==> src/common/eip_map.svh <==
// register offsets, field positions and reset values of the interrupt unit
`ifndef EIP_MAP_SVH
`define EIP_MAP_SVH

// ****************************************************************
// register byte offsets
// ****************************************************************
`define EIP_STATUS_CONTROL_OFS 12'h000
`define EIP_CONFIG_TWO_OFS     12'h004
`define EIP_IRQ_STATUS_OFS     12'h008
`define EIP_IRQ_MASK_OFS       12'h00C
`define EIP_VECTOR_OFS         12'h010
`define EIP_ADDR_W             12

// ****************************************************************
// field positions
// ****************************************************************
`define EIP_MODE_BIT    0
`define EIP_MASK_BIT    1
`define EIP_ACK_BIT     2
`define EIP_PEND_BIT    3
`define EIP_PIN_BIT     4
`define EIP_ENABLE_BIT  0
`define EIP_EV_LATCH    0
`define EIP_EV_WAKE     1
`define EIP_EV_W        2

// ****************************************************************
// reset values and vector address
// ****************************************************************
`define EIP_VECTOR_RST  16'hFFFA
`define EIP_ZERO32      32'h0000_0000

`endif

==> src/common/eip_pkg.sv <==
// types shared by the interrupt unit
package eip_pkg;
    typedef enum logic [1:0] {
        EIP_RUN,
        EIP_WAIT,
        EIP_STOP
    } eip_power_e;
endpackage

==> src/rtl/eip_edge_detect.sv <==
// falling edge detector for the interrupt pin
`timescale 1ns/1ps
`default_nettype none
module eip_edge_detect (
    // clock and reset
    input  wire logic pclk,
    input  wire logic presetn,
    // pin sample
    input  wire logic level_n,
    input  wire logic enable,
    // edge pulse
    output logic      fall
);
    logic last_level;

    always_ff @(posedge pclk or negedge presetn) begin
        if (!presetn) begin
            last_level <= 1'b1;
        end else begin
            last_level <= level_n | ~enable;
        end
    end

    // pin counts as high while the function is disabled
    assign fall = enable & last_level & ~level_n;
endmodule // eip_edge_detect
`default_nettype wire

==> src/rtl/eip_unit.sv <==
// external interrupt pin unit with apb register access
//
// The placing of the registers and the APB interface to the registers are this design's own decisions.
`timescale 1ns/1ps
`default_nettype none
`include "eip_map.svh"

// How it works
// RULE1 - enable bit selects interrupt or shared function
// RULE2 - falling pin edge sets sticky latch
// RULE3 - vector fetch clears the latch
// RULE4 - writing ack one clears the latch
// RULE5 - reset clears latch and mode bit
// RULE6 - edge only after reset, level optional
// RULE7 - mask bit blocks request to priority logic
// RULE8 - level mode holds request while pin low
// RULE9 - pin release and acknowledge any order; level mode ack while pin low is lost, latch stays set after release
// RULE10 - edges after acknowledge set latch again
// RULE11 - edge mode acknowledge clears immediately
// RULE12 - pending flag ignores the mask
// RULE13 - taken request loads vector address
// RULE14 - pin level readable for branch tests
// RULE15 - active in wait, request wakes core
// RULE16 - active in stop, request wakes core
// RULE17 - service routine should mask level requests
// RULE18 - acknowledge bit always reads zero
// RULE19 - request is latch, level, mask combined
module eip_unit
    import eip_pkg::*;
(
    // clock and reset
    input  wire logic        pclk,
    input  wire logic        presetn,
    // apb slave
    input  wire logic        psel,
    input  wire logic        penable,
    input  wire logic        pwrite,
    input  wire logic [11:0] paddr,
    input  wire logic [31:0] pwdata,
    input  wire logic [3:0]  pstrb,
    output logic [31:0]      prdata,
    output logic             pready,
    output logic             pslverr,
    // interrupt pin and shared function
    input  wire logic        irq_pin_n,
    output logic             shared_pin_in,
    // cpu side
    input  wire logic        vector_fetch,
    input  wire logic        wait_mode,
    input  wire logic        stop_mode,
    output logic             cpu_irq_req,
    output logic [15:0]      vector_addr,
    output logic             branch_if_pin_high,
    output logic             branch_if_pin_low,
    output logic             wake_up,
    // bus interrupt
    output logic             irq
);

    // ****************************************************************
    // state
    // ****************************************************************
    typedef struct packed {
        logic                 ext_int_function_enable;
        logic                 mode_level;
        logic                 ext_int_mask_bit;
        logic                 latch;
        logic                 pin_level;
        logic [`EIP_EV_W-1:0] ev_status;
        logic [`EIP_EV_W-1:0] ev_mask;
        eip_power_e           power;
        logic [31:0]          rdata;
    } eip_state_s;

    eip_state_s state;
    eip_state_s next_state;
    logic       fall;
    logic       acc;
    logic       wr;
    logic       rd;
    logic       sw_ack;
    logic       hw_ack;
    logic       req_level;
    logic       mapped;

    function automatic logic hit(input logic [11:0] a,
                                 input logic [11:0] ofs);
        hit = (a == ofs);
    endfunction

    eip_edge_detect u_edge (
        .pclk    (pclk),
        .presetn (presetn),
        .level_n (irq_pin_n),
        .enable  (state.ext_int_function_enable),
        .fall    (fall)
    );

    // ****************************************************************
    // request logic
    // ****************************************************************
    assign acc    = psel & penable;
    assign wr     = acc & pwrite & pstrb[0];
    // read data is captured in setup so it stands through the access
    assign rd     = psel & ~penable & ~pwrite;
    assign mapped = hit(paddr, `EIP_STATUS_CONTROL_OFS)
                  | hit(paddr, `EIP_CONFIG_TWO_OFS)
                  | hit(paddr, `EIP_IRQ_STATUS_OFS)
                  | hit(paddr, `EIP_IRQ_MASK_OFS)
                  | hit(paddr, `EIP_VECTOR_OFS);
    assign sw_ack = wr & hit(paddr, `EIP_STATUS_CONTROL_OFS)
                  & pwdata[`EIP_ACK_BIT]; // RULE4
    assign hw_ack = vector_fetch & state.latch; // RULE3
    // level mode keeps the request while the pin is low
    assign req_level = state.mode_level & state.ext_int_function_enable
                     & ~irq_pin_n; // RULE8

    always_comb begin
        next_state = state;
        next_state.pin_level = irq_pin_n;
        // set wins over any acknowledge in the same cycle
        if (sw_ack || hw_ack) begin
            next_state.latch = 1'b0; // RULE11 RULE9
        end
        if (fall || req_level) begin
            next_state.latch = 1'b1; // RULE2 RULE10 RULE6
        end
        if (wr && hit(paddr, `EIP_STATUS_CONTROL_OFS)) begin
            next_state.mode_level = pwdata[`EIP_MODE_BIT]; // RULE6
            next_state.ext_int_mask_bit = pwdata[`EIP_MASK_BIT];
        end
        if (wr && hit(paddr, `EIP_CONFIG_TWO_OFS)) begin
            next_state.ext_int_function_enable =
                pwdata[`EIP_ENABLE_BIT]; // RULE1
        end
        if (wr && hit(paddr, `EIP_IRQ_MASK_OFS)) begin
            next_state.ev_mask = pwdata[`EIP_EV_W-1:0];
        end
        if (wr && hit(paddr, `EIP_IRQ_STATUS_OFS)) begin
            next_state.ev_status = state.ev_status
                                 & ~pwdata[`EIP_EV_W-1:0];
        end
        if (fall || req_level) begin
            next_state.ev_status[`EIP_EV_LATCH] = 1'b1;
        end
        if (wake_up) begin
            next_state.ev_status[`EIP_EV_WAKE] = 1'b1;
        end
        case (state.power)
            EIP_RUN: begin
                if (stop_mode) begin
                    next_state.power = EIP_STOP;
                end else if (wait_mode) begin
                    next_state.power = EIP_WAIT;
                end
            end
            EIP_WAIT,
            EIP_STOP: begin
                if (cpu_irq_req || (!wait_mode && !stop_mode)) begin
                    next_state.power = EIP_RUN; // RULE15 RULE16
                end
            end
            default: begin
                next_state.power = EIP_RUN;
            end
        endcase
        next_state.rdata = `EIP_ZERO32;
        if (rd) begin
            if (hit(paddr, `EIP_STATUS_CONTROL_OFS)) begin
                // acknowledge bit reads as zero
                next_state.rdata[`EIP_MODE_BIT] = state.mode_level;
                next_state.rdata[`EIP_MASK_BIT] = state.ext_int_mask_bit;
                next_state.rdata[`EIP_ACK_BIT]  = 1'b0; // RULE18
                next_state.rdata[`EIP_PEND_BIT] = state.latch; // RULE12
                next_state.rdata[`EIP_PIN_BIT]  = state.pin_level;
            end else if (hit(paddr, `EIP_CONFIG_TWO_OFS)) begin
                next_state.rdata[`EIP_ENABLE_BIT] =
                    state.ext_int_function_enable;
            end else if (hit(paddr, `EIP_IRQ_STATUS_OFS)) begin
                next_state.rdata[`EIP_EV_W-1:0] = state.ev_status;
            end else if (hit(paddr, `EIP_IRQ_MASK_OFS)) begin
                next_state.rdata[`EIP_EV_W-1:0] = state.ev_mask;
            end else if (hit(paddr, `EIP_VECTOR_OFS)) begin
                next_state.rdata[15:0] = `EIP_VECTOR_RST;
            end
        end
    end

    always_ff @(posedge pclk or negedge presetn) begin
        if (!presetn) begin
            state.ext_int_function_enable <= 1'b0;
            state.mode_level              <= 1'b0; // RULE5
            state.ext_int_mask_bit        <= 1'b0;
            state.latch                   <= 1'b0; // RULE5
            state.pin_level               <= 1'b1;
            state.ev_status               <= '0;
            state.ev_mask                 <= '0;
            state.power                   <= EIP_RUN;
            state.rdata                   <= `EIP_ZERO32;
        end else begin
            state <= next_state;
        end
    end

    // ****************************************************************
    // outputs
    // ****************************************************************
    // pass the pin to its shared function when disabled
    assign shared_pin_in = state.ext_int_function_enable
                         ? 1'b1 : irq_pin_n; // RULE1
    assign cpu_irq_req = (state.latch | req_level)
                       & ~state.ext_int_mask_bit; // RULE7 RULE19
    assign vector_addr = `EIP_VECTOR_RST; // RULE13
    assign branch_if_pin_high = state.pin_level; // RULE14
    assign branch_if_pin_low  = ~state.pin_level; // RULE14
    // a core still marked asleep counts as sleeping for one more cycle
    assign wake_up = cpu_irq_req
                   & (wait_mode | stop_mode
                      | (state.power != EIP_RUN)); // RULE15 RULE16
    assign irq     = |(state.ev_status & state.ev_mask);
    assign prdata  = state.rdata;
    assign pready  = 1'b1;
    assign pslverr = acc & ~mapped;
endmodule // eip_unit
`default_nettype wire
==> config.mk <==
export PLATFORM = sky130hd
export DESIGN_NAME = eip_unit
export DESIGN_NICKNAME = d
export VERILOG_FILES = /design/src/common/eip_pkg.sv /design/src/rtl/eip_edge_detect.sv /design/src/rtl/eip_unit.sv
export VERILOG_INCLUDE_DIRS = /design/src /design/src/common
export SDC_FILE = /design/constraint.sdc
export NUM_CORES = 1
export LEC_CHECK = 0
export BUFFER_PORTS_ARGS = -buffer_cell sky130_fd_sc_hd__buf_4
export CELL_PAD_IN_SITES_DETAIL_PLACEMENT = 0
export CELL_PAD_IN_SITES_GLOBAL_PLACEMENT = 2
export CORE_ASPECT_RATIO = 0.7
export CORE_MARGIN = 4
export CORE_UTILIZATION = 21
export DETAILED_ROUTE_END_ITERATION = 10
export PLACE_DENSITY = 0.89
export SKIP_LAST_GASP = 1
export SLEW_MARGIN = 15
export SYNTH_ARGS = -nofsm -noshare
export SYNTH_HDL_FRONTEND = slang
export SYNTH_SLANG_ARGS = --single-unit
==> constraint.sdc <==
create_clock -name pclk -period 3.6 [get_ports pclk]
set_clock_uncertainty 0.05 [all_clocks]
set_input_delay 0.54 -clock pclk [delete_from_list [all_inputs] [get_ports pclk]]
set_output_delay 0.54 -clock pclk [all_outputs]
set_load 0.01 [all_outputs]
**Word-level counts from Yosys, hierarchy flattened**

Index checks and enable logic that the tools add are counted.

- Bits of input ports: 57
- Register bits: 28

- Muxes and demuxes: 20
- Equality and inequality tests: 8
- Bitwise operators: 33
- Reductions and logical operators: 19

Operator list:

| kind | count |
|---|---|
| $mux W16 | 2 |
| $mux W14 | 2 |
| $eq A12 B4 Y1 const B | 2 |
| $and A1 B1 Y1 | 15 |
| $mux W15 | 1 |
| $eq A12 B3 Y1 const B | 1 |
| $eq A12 B5 Y1 const B | 1 |
| $logic_not A12 Y1 | 1 |
| $mux W2 | 6 |
| $mux W11 | 1 |
| $or A1 B1 Y1 | 8 |
| $reduce_bool A2 Y1 | 4 |
| $not A1 Y1 | 7 |
| $mux W1 | 6 |
| $logic_and A1 B1 Y1 | 5 |
| $mux W5 | 1 |
| $and A2 B2 Y2 | 2 |
| $pmux W2 S2 | 1 |
| $reduce_or A2 Y1 | 2 |
| $logic_or A1 B1 Y1 | 3 |
| $ne A3 B3 Y1 const B | 1 |
| $eq A2 B1 Y1 const B | 1 |
| $eq A2 B2 Y1 const B | 1 |
| $logic_not A1 Y1 | 2 |
| 4 further kinds | 4 |

**Depth between registers and ports, before layout**

Gate-level depths: netlist of run 1.

- Word-level depth: 8
- Mapped depth: 6

**Cells and area by module**

From an unflattened synthesis of run 1, not the netlist that was laid out.

- Cells, all modules: 135
- Area, all modules: 1326.3 um^2

Modules (own cells, without submodules):

| module | times used | area each (um^2) | cells an instance |
|---|---|---|---|
| eip_unit | 1 | 1285.0 | 132 |
| eip_edge_detect | 1 | 41.3 | 3 |

**Worst setup path after synthesis of run 1**

OpenSTA, ideal clock, no wires.

- Path kind: input to register
- From: input paddr[10]
- To: register state[42] (netlist bit)
- Path buffers: 0
- Stages on the path: 4
- Data arrival time: 1814 ps
- Slack: 1611 ps
- Setup time: 125 ps
- Cell sequence: or4_4 -> nor4_4 -> nand3b_1 -> mux2_4

- Cells in the longest elaborated chain, start to end: 2

RTL lines:

| what | line | RTL |
|---|---|---|
| from (decl) | eip_unit.sv:38 | `input wire logic [11:0] paddr,` |
| $eq A12 B3 Y1 | eip_unit.sv:88 | `hit = (a == ofs);` |
| $logic_and A1 B1 Y1 | eip_unit.sv:132 | `` if (wr && hit(paddr, `EIP_CONFIG_TWO_OFS)) begin `` |
| to (signal assigned) | eip_unit.sv:201 | `state <= next_state;` |
| to (decl) | eip_unit.sv:75 | `eip_state_s state;` |

Every way passes these cells.
A chain may end at the register's enable or synchronous reset.

**Final worst setup path of run 1**

- From: input paddr[1]
- To: output pslverr

- Cells in the longest elaborated chain, start to end: 7

RTL lines:

| what | line | RTL |
|---|---|---|
| $eq A12 B3 Y1 or $logic_not A12 Y1 (tied branches) | eip_unit.sv:88 |  |
| $or A1 B1 Y1 (3 in a row) | eip_unit.sv:106 | `` assign mapped = hit(paddr, `EIP_STATUS_CONTROL_OFS) `` |
| $or A1 B1 Y1 * | eip_unit.sv:106 |  |
| $not A1 Y1 * | eip_unit.sv:223 | `assign pslverr = acc & ~mapped;` |
| $and A1 B1 Y1 * | eip_unit.sv:223 |  |
| to (decl) | eip_unit.sv:43 | `output logic pslverr,` |

Every way passes the cells marked *; elsewhere a longest branch is shown, timed or not.

==> results of run 1 <==
cell usage after synthesis (2+ instances only):
master / n / area share (%)
nand2_1: 2 / 0.57
nand3_1: 2 / 0.76
o21ai_0: 2 / 0.76
mux2_4: 3 / 3.4
buf_4: 49 / 28
nor3_1: 8 / 3.0
nor4_1: 2 / 0.95
a21o_1: 2 / 1.1
dfrtp_1: 15 / 29
nand2b_1: 2 / 0.95
dfstp_2: 2 / 4.0
inv_1: 7 / 2.0
mux2_2: 2 / 1.7
a21oi_1: 4 / 1.5
conb_1: 2 / 0.57
nand4_1: 3 / 1.4
nand3b_1: 4 / 2.3
nor2_1: 6 / 1.7
or4_4: 2 / 1.7
layout make-up:
class / instances / area [µm²] / area share, %
Clock buffer: 4 / 45.04 / 2.910
Inverter: 7 / 26.28 / 1.698
Multi-Input combinational cell: 97 / 609.3 / 39.37
Sequential cell: 17 / 427.9 / 27.65
Tap cell: 75 / 93.84 / 6.063
Timing Repair Buffer: 46 / 345.3 / 22.31
placed cells by master, fill, tap and decap left out, types with 2 or more instances in the layout:
master / Yosys / final
o21ai_0: 2 / 2
dfstp_2: 2 / 2
a21o_1: 2 / 2
inv_1: 7 / 7
nor2_1: 6 / 6
conb_1: 2 / 34
nor4_1: 2 / 2
mux2_2: 2 / 2
nand2_1: 2 / 2
nand3b_1: 4 / 4
nand3_1: 2 / 2
a21oi_1: 4 / 4
mux2_4: 3 / 3
or4_4: 2 / 2
dfrtp_1: 15 / 15
clkbuf_8: 0 / 3
nor3_1: 8 / 8
nand4_1: 3 / 3
nand2b_1: 2 / 2
buf_4: 49 / 46
layer usage:
metal / vias to the layer above / GRT usage (%) / wire, µm
met5: - / 0 / 0
met4: 0 / 1.310 / 11
met3: 2 / 2.812 / 268
met2: 49 / 11.02 / 1366
met1: 467 / 9.723 / 1312
li1: 463 / - / -
critical path: cells and delay by family:
family / cells / cell delay [ns]
and+or+nand+nor: 1 / 0.44
buffers and inverters: 2 / 0.26
AOI/OAI and AO/OA: 2 / 0.36
power by group:
group	internal (mW)	switching (mW)
clock network	0.0784	0.0615
registers	0.203	0.00694
logic	0.0643	0.0771
final timing paths:
check,to,slack (ns),cells past startpoint
worst min register to register,state[36],0.48,1
max in group asynchronous,branch_if_pin_high,3.15,1
worst max-delay path,pslverr,1.41,5
min in group pclk,branch_if_pin_high,0.37,1
worst min-delay path,state[33],0.1,1
worst max register to register,state[33],2.27,5
cells by family (layout without fill, tap and decap cells):
kind of cell	after synthesis	count (layout)	synth area share (%)
AND/OR/NAND/NOR	38	38	18.65
buffers and inverters	57	57	30.26
AO/OA/AOI/OAI	17	17	9.420
other	2	34	0.5711
adder cells (fa/ha/maj)	1	1	0.9513
multiplexers	7	7	7.611
flip-flops	17	17	32.54
sequential cells by signal, summed over array words and instances (netlist names):
signal              count
branch_if_pin_high      1
state                  10
prdata                  5
u_edge.last_level       1
==> out/results.ini, run 1 <==
[drt]
vias_per_cell=3.988
drc=0
wl_per_cell_um=12.03
dr.first_iter.drc_count=41
wl_mm=2.959
dr.pass1.iters=4
ant_nets=0
vias=981

[logic_synthesis]
synthArstFlopShare_pct=100.0
synthFlopType=dfrtp_1
avgSynthCellArea_um2=9.461
synthCells=139
synth_seq_cells=17
synth-edff-count=0
yosysSeqAreaShare_pct=32.54
ys_warn_count=0
syn_area_um2=1315
ys_types=39

[power_and_ir_drop]
max-vdd-ir-drop_mv=0.1533
p_per_area_nw_per_um2=317.5
leakagePower_nw=0.7852
p_total_uw=491.5

[timing]
post-route-period-util_pct=60.95
rsz0062_at_grt=false
holdWs_ns=0.09757
setup_viol=0
clock.fmax_ghz=0.4557
min_period_ns=2.194
fin_setup_tns_ns=0
final_hold_viol_count=0
finalMaxSlewViolations=0
fin_ws_ns=1.406

[cts]
cts_hold_buf=0
cts.htree.levels=1
postCtsSetupBuffers=0
clock_path_buffers=2
numCtsBuffers=3
cts_resized=0
clk_pin_slew_ns=0.06
cts_tree=done
root_buffer=clkbuf_8
cts.sinks=17
insertion_delay_ns=0.25

[setup_path]
start_kind=input pin
cp_data_arrival_time_ns=1.60
crit_type=input pin to primary output
reg2reg_from=state[32]
slowest_stage=nor4_1
crit_chain=buf_4, nor4_1, a21oi_1, o211a_1, buf_4
critPathCaptureType=primary output
cp_max_fo=4
required_ns=3.01
critical_path.max_stage_delay_ns=0.44
crit_top_cell=buf_4
cp-startpoint=paddr[1]

[placed_design]
post-place-cells=242
dp.final_hpwl_mm=2.493
gp_congestion=0.8002
portBuffers=46
place_worst_setup_slack_ns=1.409
placed_cell_area_um2=1503

[cells_and_area]
finalNonFillerCells=246
n_fill_cell=630
area_delta_synth_final_pct=17.70
postLayoutCoreUtil_pct=26.24
diodes=0
fin_nets=230
drive_above_1_share_pct=38.01
final_area_um2=1548

[floorplan]
start_util_pct=22.29
rows=23
core_area_um2=5899
die_x_um=102.6
die_y_um=74.21
num_io_pins=113
die_area_um2=7612

[run]
max_cap_violations=0

[global_route]
grt_pass1_wl_mm=4.202
antenna_found_initial=0
grtUsageTotal_pct=7.189
grt_pass1_vias=846
grt-ovfl-total=0
grt_max_degree=18

[hold_path]
hp-class=input pin to async pin

[status]
status=finished clean

Power figures use the tool's default switching activity.
==> run 2: changes to the inputs <==
--- a/config.mk
+++ b/config.mk
@@ -6,14 +6,15 @@
 export SDC_FILE = /design/constraint.sdc
 export NUM_CORES = 1
 export LEC_CHECK = 0
+export ABC_AREA = 1
 export BUFFER_PORTS_ARGS = -buffer_cell sky130_fd_sc_hd__buf_4
 export CELL_PAD_IN_SITES_DETAIL_PLACEMENT = 0
 export CELL_PAD_IN_SITES_GLOBAL_PLACEMENT = 2
 export CORE_ASPECT_RATIO = 0.7
 export CORE_MARGIN = 4
-export CORE_UTILIZATION = 21
+export CORE_UTILIZATION = 19
 export DETAILED_ROUTE_END_ITERATION = 10
-export PLACE_DENSITY = 0.89
+export PLACE_DENSITY = 0.84
 export SKIP_LAST_GASP = 1
 export SLEW_MARGIN = 15
 export SYNTH_ARGS = -nofsm -noshare
==> constraint.sdc (replaced) <==
create_clock -name pclk -period 2.2 [get_ports pclk]
set_clock_uncertainty 0.05 [all_clocks]
set_input_delay 0.33 -clock pclk [delete_from_list [all_inputs] [get_ports pclk]]
set_output_delay 0.33 -clock pclk [all_outputs]
set_load 0.01 [all_outputs]
==> out/results.ini, run 2 <==
[status]
status=finished clean

[cells_and_area]
regMostFlops=state
largest_reg_flops=10  ; unchanged
area_delta_synth_final_pct=19.20
fin_nets=287  ; +25%
postLayoutCoreUtil_pct=24.05  ; -2.2 points
final_cell_mix=buf_4, nand2_1, conb_1
layout_commonest_cell=buf_4
finalNonFillerCells=322  ; +31%
diodes=0  ; unchanged
drive_above_1_share_pct=30.26  ; -7.7 points

[setup_path]
r2r-end=state[32]
critPathTopFamily=flip-flops
reg2reg_from=state[32]
crit_type=flop to primary output
cp_data_arrival_time_ns=1.28  ; -0.32 ns
slowest_stage=dfrtp_1
ff2ff_path_depth=6  ; +1
cp_max_fo=4  ; unchanged
critPathCaptureType=primary output
crit_buf_inv=3  ; +1
crit_chain=nand3_1, nand2_1, nand2_1, inv_1, nand2_1, inv_1, buf_4
critical_path.max_stage_delay_ns=0.41  ; -0.03 ns
worst-path-stages=7  ; +2
rrSetupSlack_ns=1.02  ; -1.25 ns
start_kind=flop
required_ns=1.82  ; -1.19 ns
crit_top_cell=nand2_1

[power_and_ir_drop]
p_comb_share_pct=24.8  ; -4.0 points
p_per_area_nw_per_um2=456.9  ; +44%
clkPwrFrac_pct=30.4  ; +1.9 points
max-vdd-ir-drop_mv=0.2481  ; +62%
power_switching_uw=230.5  ; +58%
leakagePower_nw=0.9707  ; +24%
pwr-share-seq_pct=44.8  ; +2.1 points
p_int_uw=536.1  ; +55%
switching_share_pct=30.06  ; +0.45 points

[cts]
cts_hold_buf=1  ; +1
cts_resized=0  ; unchanged
cts.htree.levels=1  ; unchanged
cts.sinks=17  ; unchanged
cts_tree=done
postCtsSetupBuffers=0  ; unchanged
insertion_delay_ns=0.25  ; about the same
clk_pin_slew_ns=0.07  ; about the same
clock_path_buffers=2  ; unchanged
root_buffer=clkbuf_8
numCtsBuffers=3  ; unchanged

[global_route]
busiest_layer=met2
antenna_found_initial=0  ; unchanged
grt_use_met1_pct=9.810  ; +0.087 points
grtUsageTotal_pct=7.043  ; -0.15 points
grt_pass1_wl_mm=4.954  ; +18%
met2_usage_pct=10.17  ; -0.85 points
grt-ovfl-total=0  ; unchanged
grt_max_degree=18  ; unchanged
grt_pass1_vias=1056  ; +25%
grtUsageMet3_pct=2.348  ; -0.46 points

[placed_design]
dp.final_hpwl_mm=2.698  ; +8.2%
post-place-cells=317  ; +31%
portBuffers=46  ; unchanged
gp_congestion=0.7434  ; -7.1%

[logic_synthesis]
synth_seq_cells=17  ; unchanged
synth_top_area_cell=dfrtp_1
synthTopCellsByArea=dfrtp_1, buf_4, nand2_1, inv_1, nand3_1
synth-edff-count=0  ; unchanged
ys_types=22  ; -44%
synthFlopType=dfrtp_1
synthCells=194  ; +40%
synthArstFlopShare_pct=100.0  ; unchanged
netlist.area_leader.share_pct=26.67  ; -1.9 points
synth_commonest_cells=buf_4, nand2_1, inv_1
yosysMostFrequentCell=buf_4
yosysSeqAreaShare_pct=30.40  ; -2.1 points
avgSynthCellArea_um2=7.256  ; -23%
ys_warn_count=0  ; unchanged
syn_area_um2=1408  ; +7.0%

[timing]
min_period_ns=1.660
final_hold_viol_count=0  ; unchanged
clock.fmax_ghz=0.6023
rsz0062_at_grt=false
setup_viol=0  ; unchanged
fin_setup_tns_ns=0  ; unchanged
finalMaxSlewViolations=0  ; unchanged
post-route-period-util_pct=75.47

[drt]
ant_nets=0  ; unchanged
wl_mm=3.086  ; +4.3%
vias_per_cell=3.363  ; -16%
vias=1083  ; +10%
drc=0  ; unchanged
dr.first_iter.drc_count=40  ; -2.4%
wl_per_cell_um=9.584  ; -20%
dr.pass1.iters=4  ; unchanged

[hold_path]
min_to=branch_if_pin_high
hold_path.startpoint=irq_pin_n
hp-class=input pin to flop
holdPathStages=1

[floorplan]
die_y_um=80.02  ; +7.8%
core_area_um2=6975  ; +18%
rows=25  ; +8.7%
start_util_pct=20.18  ; -2.1 points
num_io_pins=113  ; unchanged
die_x_um=110.9  ; +8.1%
die_area_um2=8872  ; +17%

[run]
max_cap_violations=0  ; unchanged

==> run 2: cell types whose count changed after synthesis, sizes merged, moves of 3 or more <==
cell   delta
nor3      -7
nand4     -3
inv      +17
nor4      -3
nand3    +13
nand2    +47
nor2     +18
mux2      -5
==> run 2: power groups by stage <==
| stage | clock network [mW] | logic, mW | registers [mW] |
|---|---|---|---|
| after floorplan | 0 | 0.158 | 0.346 |
| after global placement | 0 | 0.185 | 0.349 |
| after detailed placement | 0 | 0.190 | 0.347 |
| after CTS | 0.239 | 0.190 | 0.343 |
| after global routing | 0.260 | 0.220 | 0.346 |
| final | 0.233 | 0.190 | 0.344 |
==> run 2: stage by stage <==
stage	hold WS (ns)	power [mW]	setup slack, ns	area, µm²
2_1_floorplan	-0.01559	0.5033	0.8806	1528
3_3_place_gp	0.1553	0.5342	0.5384	1623
3_5_place_dp	0.1562	0.5373	0.5335	1623
4_1_cts	0.1459	0.7726	0.5313	1678
5_1_grt	0.1334	0.8252	0.4152	1678
6_report	0.1469	0.7666	0.5397	1678
==> run 2: worst max path at each step <==
stage | endpoint | startpoint
2_1_floorplan | pslverr | paddr[11]
3_5_place_dp | pslverr | paddr[11]
4_1_cts | pslverr | paddr[11]
6_report | wake_up | state[41]
5_1_grt | pslverr | paddr[11]
3_3_place_gp | pslverr | paddr[11]
==> run 2: final cells by class <==
cell class	instances	area, µm²
Multi-Input combinational cell	136	641.9
Clock buffer	4	45.04
Sequential cell	17	427.9
Timing Repair Buffer	47	355.3
Tap cell	94	117.6
Inverter	24	90.09
Fill cell	795	5298
==> run 2: kinds of logic after synthesis <==
kind of cell | synth area share (%)
compound gates | 3.022
fa+ha+maj | 0.8887
buf+inv | 32.53
flops | 30.40
other cells | 0.5335
simple gates | 32.62
==> run 2: per-layer routing <==
layer / share of wire [%] / vias up
met5: 0 / -
li1: - / 574
met3: 8.2 / 4
met1: 50 / 464
met2: 40 / 41
met4: 1.4 / 0
==> run 3: changes to the inputs <==
--- a/config.mk
+++ b/config.mk
@@ -12,9 +12,9 @@
 export CELL_PAD_IN_SITES_GLOBAL_PLACEMENT = 2
 export CORE_ASPECT_RATIO = 0.7
 export CORE_MARGIN = 4
-export CORE_UTILIZATION = 19
+export CORE_UTILIZATION = 17
 export DETAILED_ROUTE_END_ITERATION = 10
-export PLACE_DENSITY = 0.84
+export PLACE_DENSITY = 0.8
 export SKIP_LAST_GASP = 1
 export SLEW_MARGIN = 15
 export SYNTH_ARGS = -nofsm -noshare
==> constraint.sdc (replaced) <==
create_clock -name pclk -period 1.4 [get_ports pclk]
set_clock_uncertainty 0.05 [all_clocks]
set_input_delay 0.21 -clock pclk [delete_from_list [all_inputs] [get_ports pclk]]
set_output_delay 0.21 -clock pclk [all_outputs]
set_load 0.01 [all_outputs]
==> out/results.ini, run 3 (synthesis gave the netlist of run 2 again) <==
[timing]
holdWs_ns=0.04026  ; -0.1066 ns
fin_ws_ns=-0.04115  ; -0.5808 ns
clock.fmax_ghz=0.6939
setup_viol=1  ; +1
min_period_ns=1.441
finalMaxSlewViolations=0  ; unchanged
rsz0062_at_grt=true
post-route-period-util_pct=102.9
final_hold_viol_count=0  ; unchanged

[floorplan]
die_y_um=84.13  ; +5.1%
core_area_um2=7973  ; +14%
die_area_um2=9823  ; +11%
rows=27  ; +8.0%
start_util_pct=17.66  ; -2.5 points
num_io_pins=113  ; unchanged
die_x_um=116.8  ; +5.3%

[drt]
wl_mm=3.341  ; +8.3%
drc=0  ; unchanged
wl_per_cell_um=9.826  ; +2.5%
vias_per_cell=3.315  ; -1.4%
ant_nets=0  ; unchanged
vias=1127  ; +4.1%
dr.first_iter.drc_count=41  ; +2.5%
dr.pass1.iters=4  ; unchanged

[power_and_ir_drop]
pwr-share-seq_pct=37.2  ; -7.6 points
p_comb_share_pct=23.8  ; -1.0 points
switching_share_pct=27.42  ; -2.6 points
p_per_area_nw_per_um2=780.3  ; +71%
leakagePower_nw=1.052  ; +8.3%
p_int_mw=1.055  ; +97%
max-vdd-ir-drop_mv=0.2727  ; +9.9%
power_switching_uw=398.6  ; +73%
clkPwrFrac_pct=39.0  ; +8.6 points
p_total_mw=1.454  ; +90%

[setup_path]
critPathCaptureType=primary output
rrSetupSlack_ns=0.14  ; -0.88 ns
required_ns=1.14  ; -0.68 ns
slowest_stage=dfrtp_1
start_kind=flop
crit_type=flop to primary output
crit_chain=inv_1, ha_4, nand2_2, nand2_4, inv_2, buf_6
cp_data_arrival_time_ns=1.18  ; -0.10 ns
cp_max_fo=3  ; -1
critical_path.max_stage_delay_ns=0.38  ; -0.03 ns
reg2reg_from=state[33]
crit_buf_inv=3  ; unchanged
r2r-end=state[37]
critPathTopFamily=flip-flops
ff2ff_path_depth=8  ; +2

[cts]
clock_path_buffers=2  ; unchanged
cts.sinks=17  ; unchanged
numCtsBuffers=3  ; unchanged
clk_pin_slew_ns=0.05  ; -0.02 ns
cts.htree.levels=1  ; unchanged
root_buffer=clkbuf_16
cts_tree=done
insertion_delay_ns=0.25  ; about the same

[cells_and_area]
diodes=0  ; unchanged
drive_above_1_share_pct=38.08  ; +7.8 points
postLayoutCoreUtil_pct=23.37  ; -0.69 points
regMostFlops=state
fin_nets=298  ; +3.8%
layout_commonest_cell=buf_4
largest_reg_flops=10  ; unchanged
final_cell_mix=buf_4, nand2_1, conb_1
area_delta_synth_final_pct=32.36

[status]
violations=negative setup slack
status=complete, but fails checks

[global_route]
grt-ovfl-total=0  ; unchanged
grt_pass1_wl_mm=5.209  ; +5.1%
antenna_found_initial=0  ; unchanged
grtUsageTotal_pct=6.801  ; -0.24 points
grt_pass1_vias=1094  ; +3.6%
grt_max_degree=18  ; unchanged

[hold_path]
holdPathStages=1  ; unchanged
min_to=branch_if_pin_high
hp-class=input pin to flop
hold_path.startpoint=irq_pin_n

[placed_design]
dp.final_hpwl_mm=2.812  ; +4.2%
place_worst_setup_slack_ns=0.007169  ; -0.5263 ns
portBuffers=46  ; unchanged
gp_congestion=0.7398  ; -0.48%

[run]
max_cap_violations=0  ; unchanged

## run 3: changes by cell type in the layout (fill, tap and decap cells not counted), sizes merged
cell,before,now
buf,46,57
## run 3: worst max-delay path by stage
stage	slack, ns	startpoint	cells after the start	endpoint
2_1_floorplan	0.32	paddr[11]	6	pslverr
3_3_place_gp	0.02	paddr[11]	10	state[39]
3_5_place_dp	0.007	paddr[9]	10	state[39]
4_1_cts	-0.03	state[33]	6	wake_up
5_1_grt	-0.12	state[33]	6	wake_up
6_report	-0.04	state[33]	6	wake_up
## run 3: layer usage
metal  global-route usage, %  part of all wire, %  vias to the layer above
li1                        -                    -                      595
met1                   9.182                   46                      477
met2                   9.654                   42                       51
met3                   2.594                   10                        4
met4                   2.813                  1.9                        0
met5                       0                    0                        -
## run 3: layout make-up
class,count,area (µm²)
fill,913,6110
multi-input combinational,136,681.9
timing repair buffer,58,457.9
sequential,17,427.9
tap,101,126.4
inverter,24,90.09
clock buffer,4,78.83
## run 3: power by group through the flow
stage | combinational (mW) | clock (mW) | sequential, mW
finish | 0.347 | 0.567 | 0.541
global placement | 0.292 | 0 | 0.548
floorplan | 0.248 | 0 | 0.543
global route | 0.394 | 0.614 | 0.542
CTS | 0.308 | 0.588 | 0.539
detailed placement | 0.296 | 0 | 0.545
## run 3: what timing repair did
item	CTS	global route
resized for setup	6	10
pin swaps	1	8
hold buffers	1	0
buffers inserted	6	3
endpoints found under the setup margin	2	5
endpoints found under the hold margin	15	0
## run 3: metrics by stage
step / instance area (µm²) / instances / TNS, ns
after floorplan: 1528 / 226 / 0
after global placement: 1667 / 327 / 0
after detailed placement: 1667 / 327 / 0
after CTS: 1814 / 338 / -0.02962
after global routing: 1863 / 340 / -0.1515
final: 1863 / 340 / -0.04115
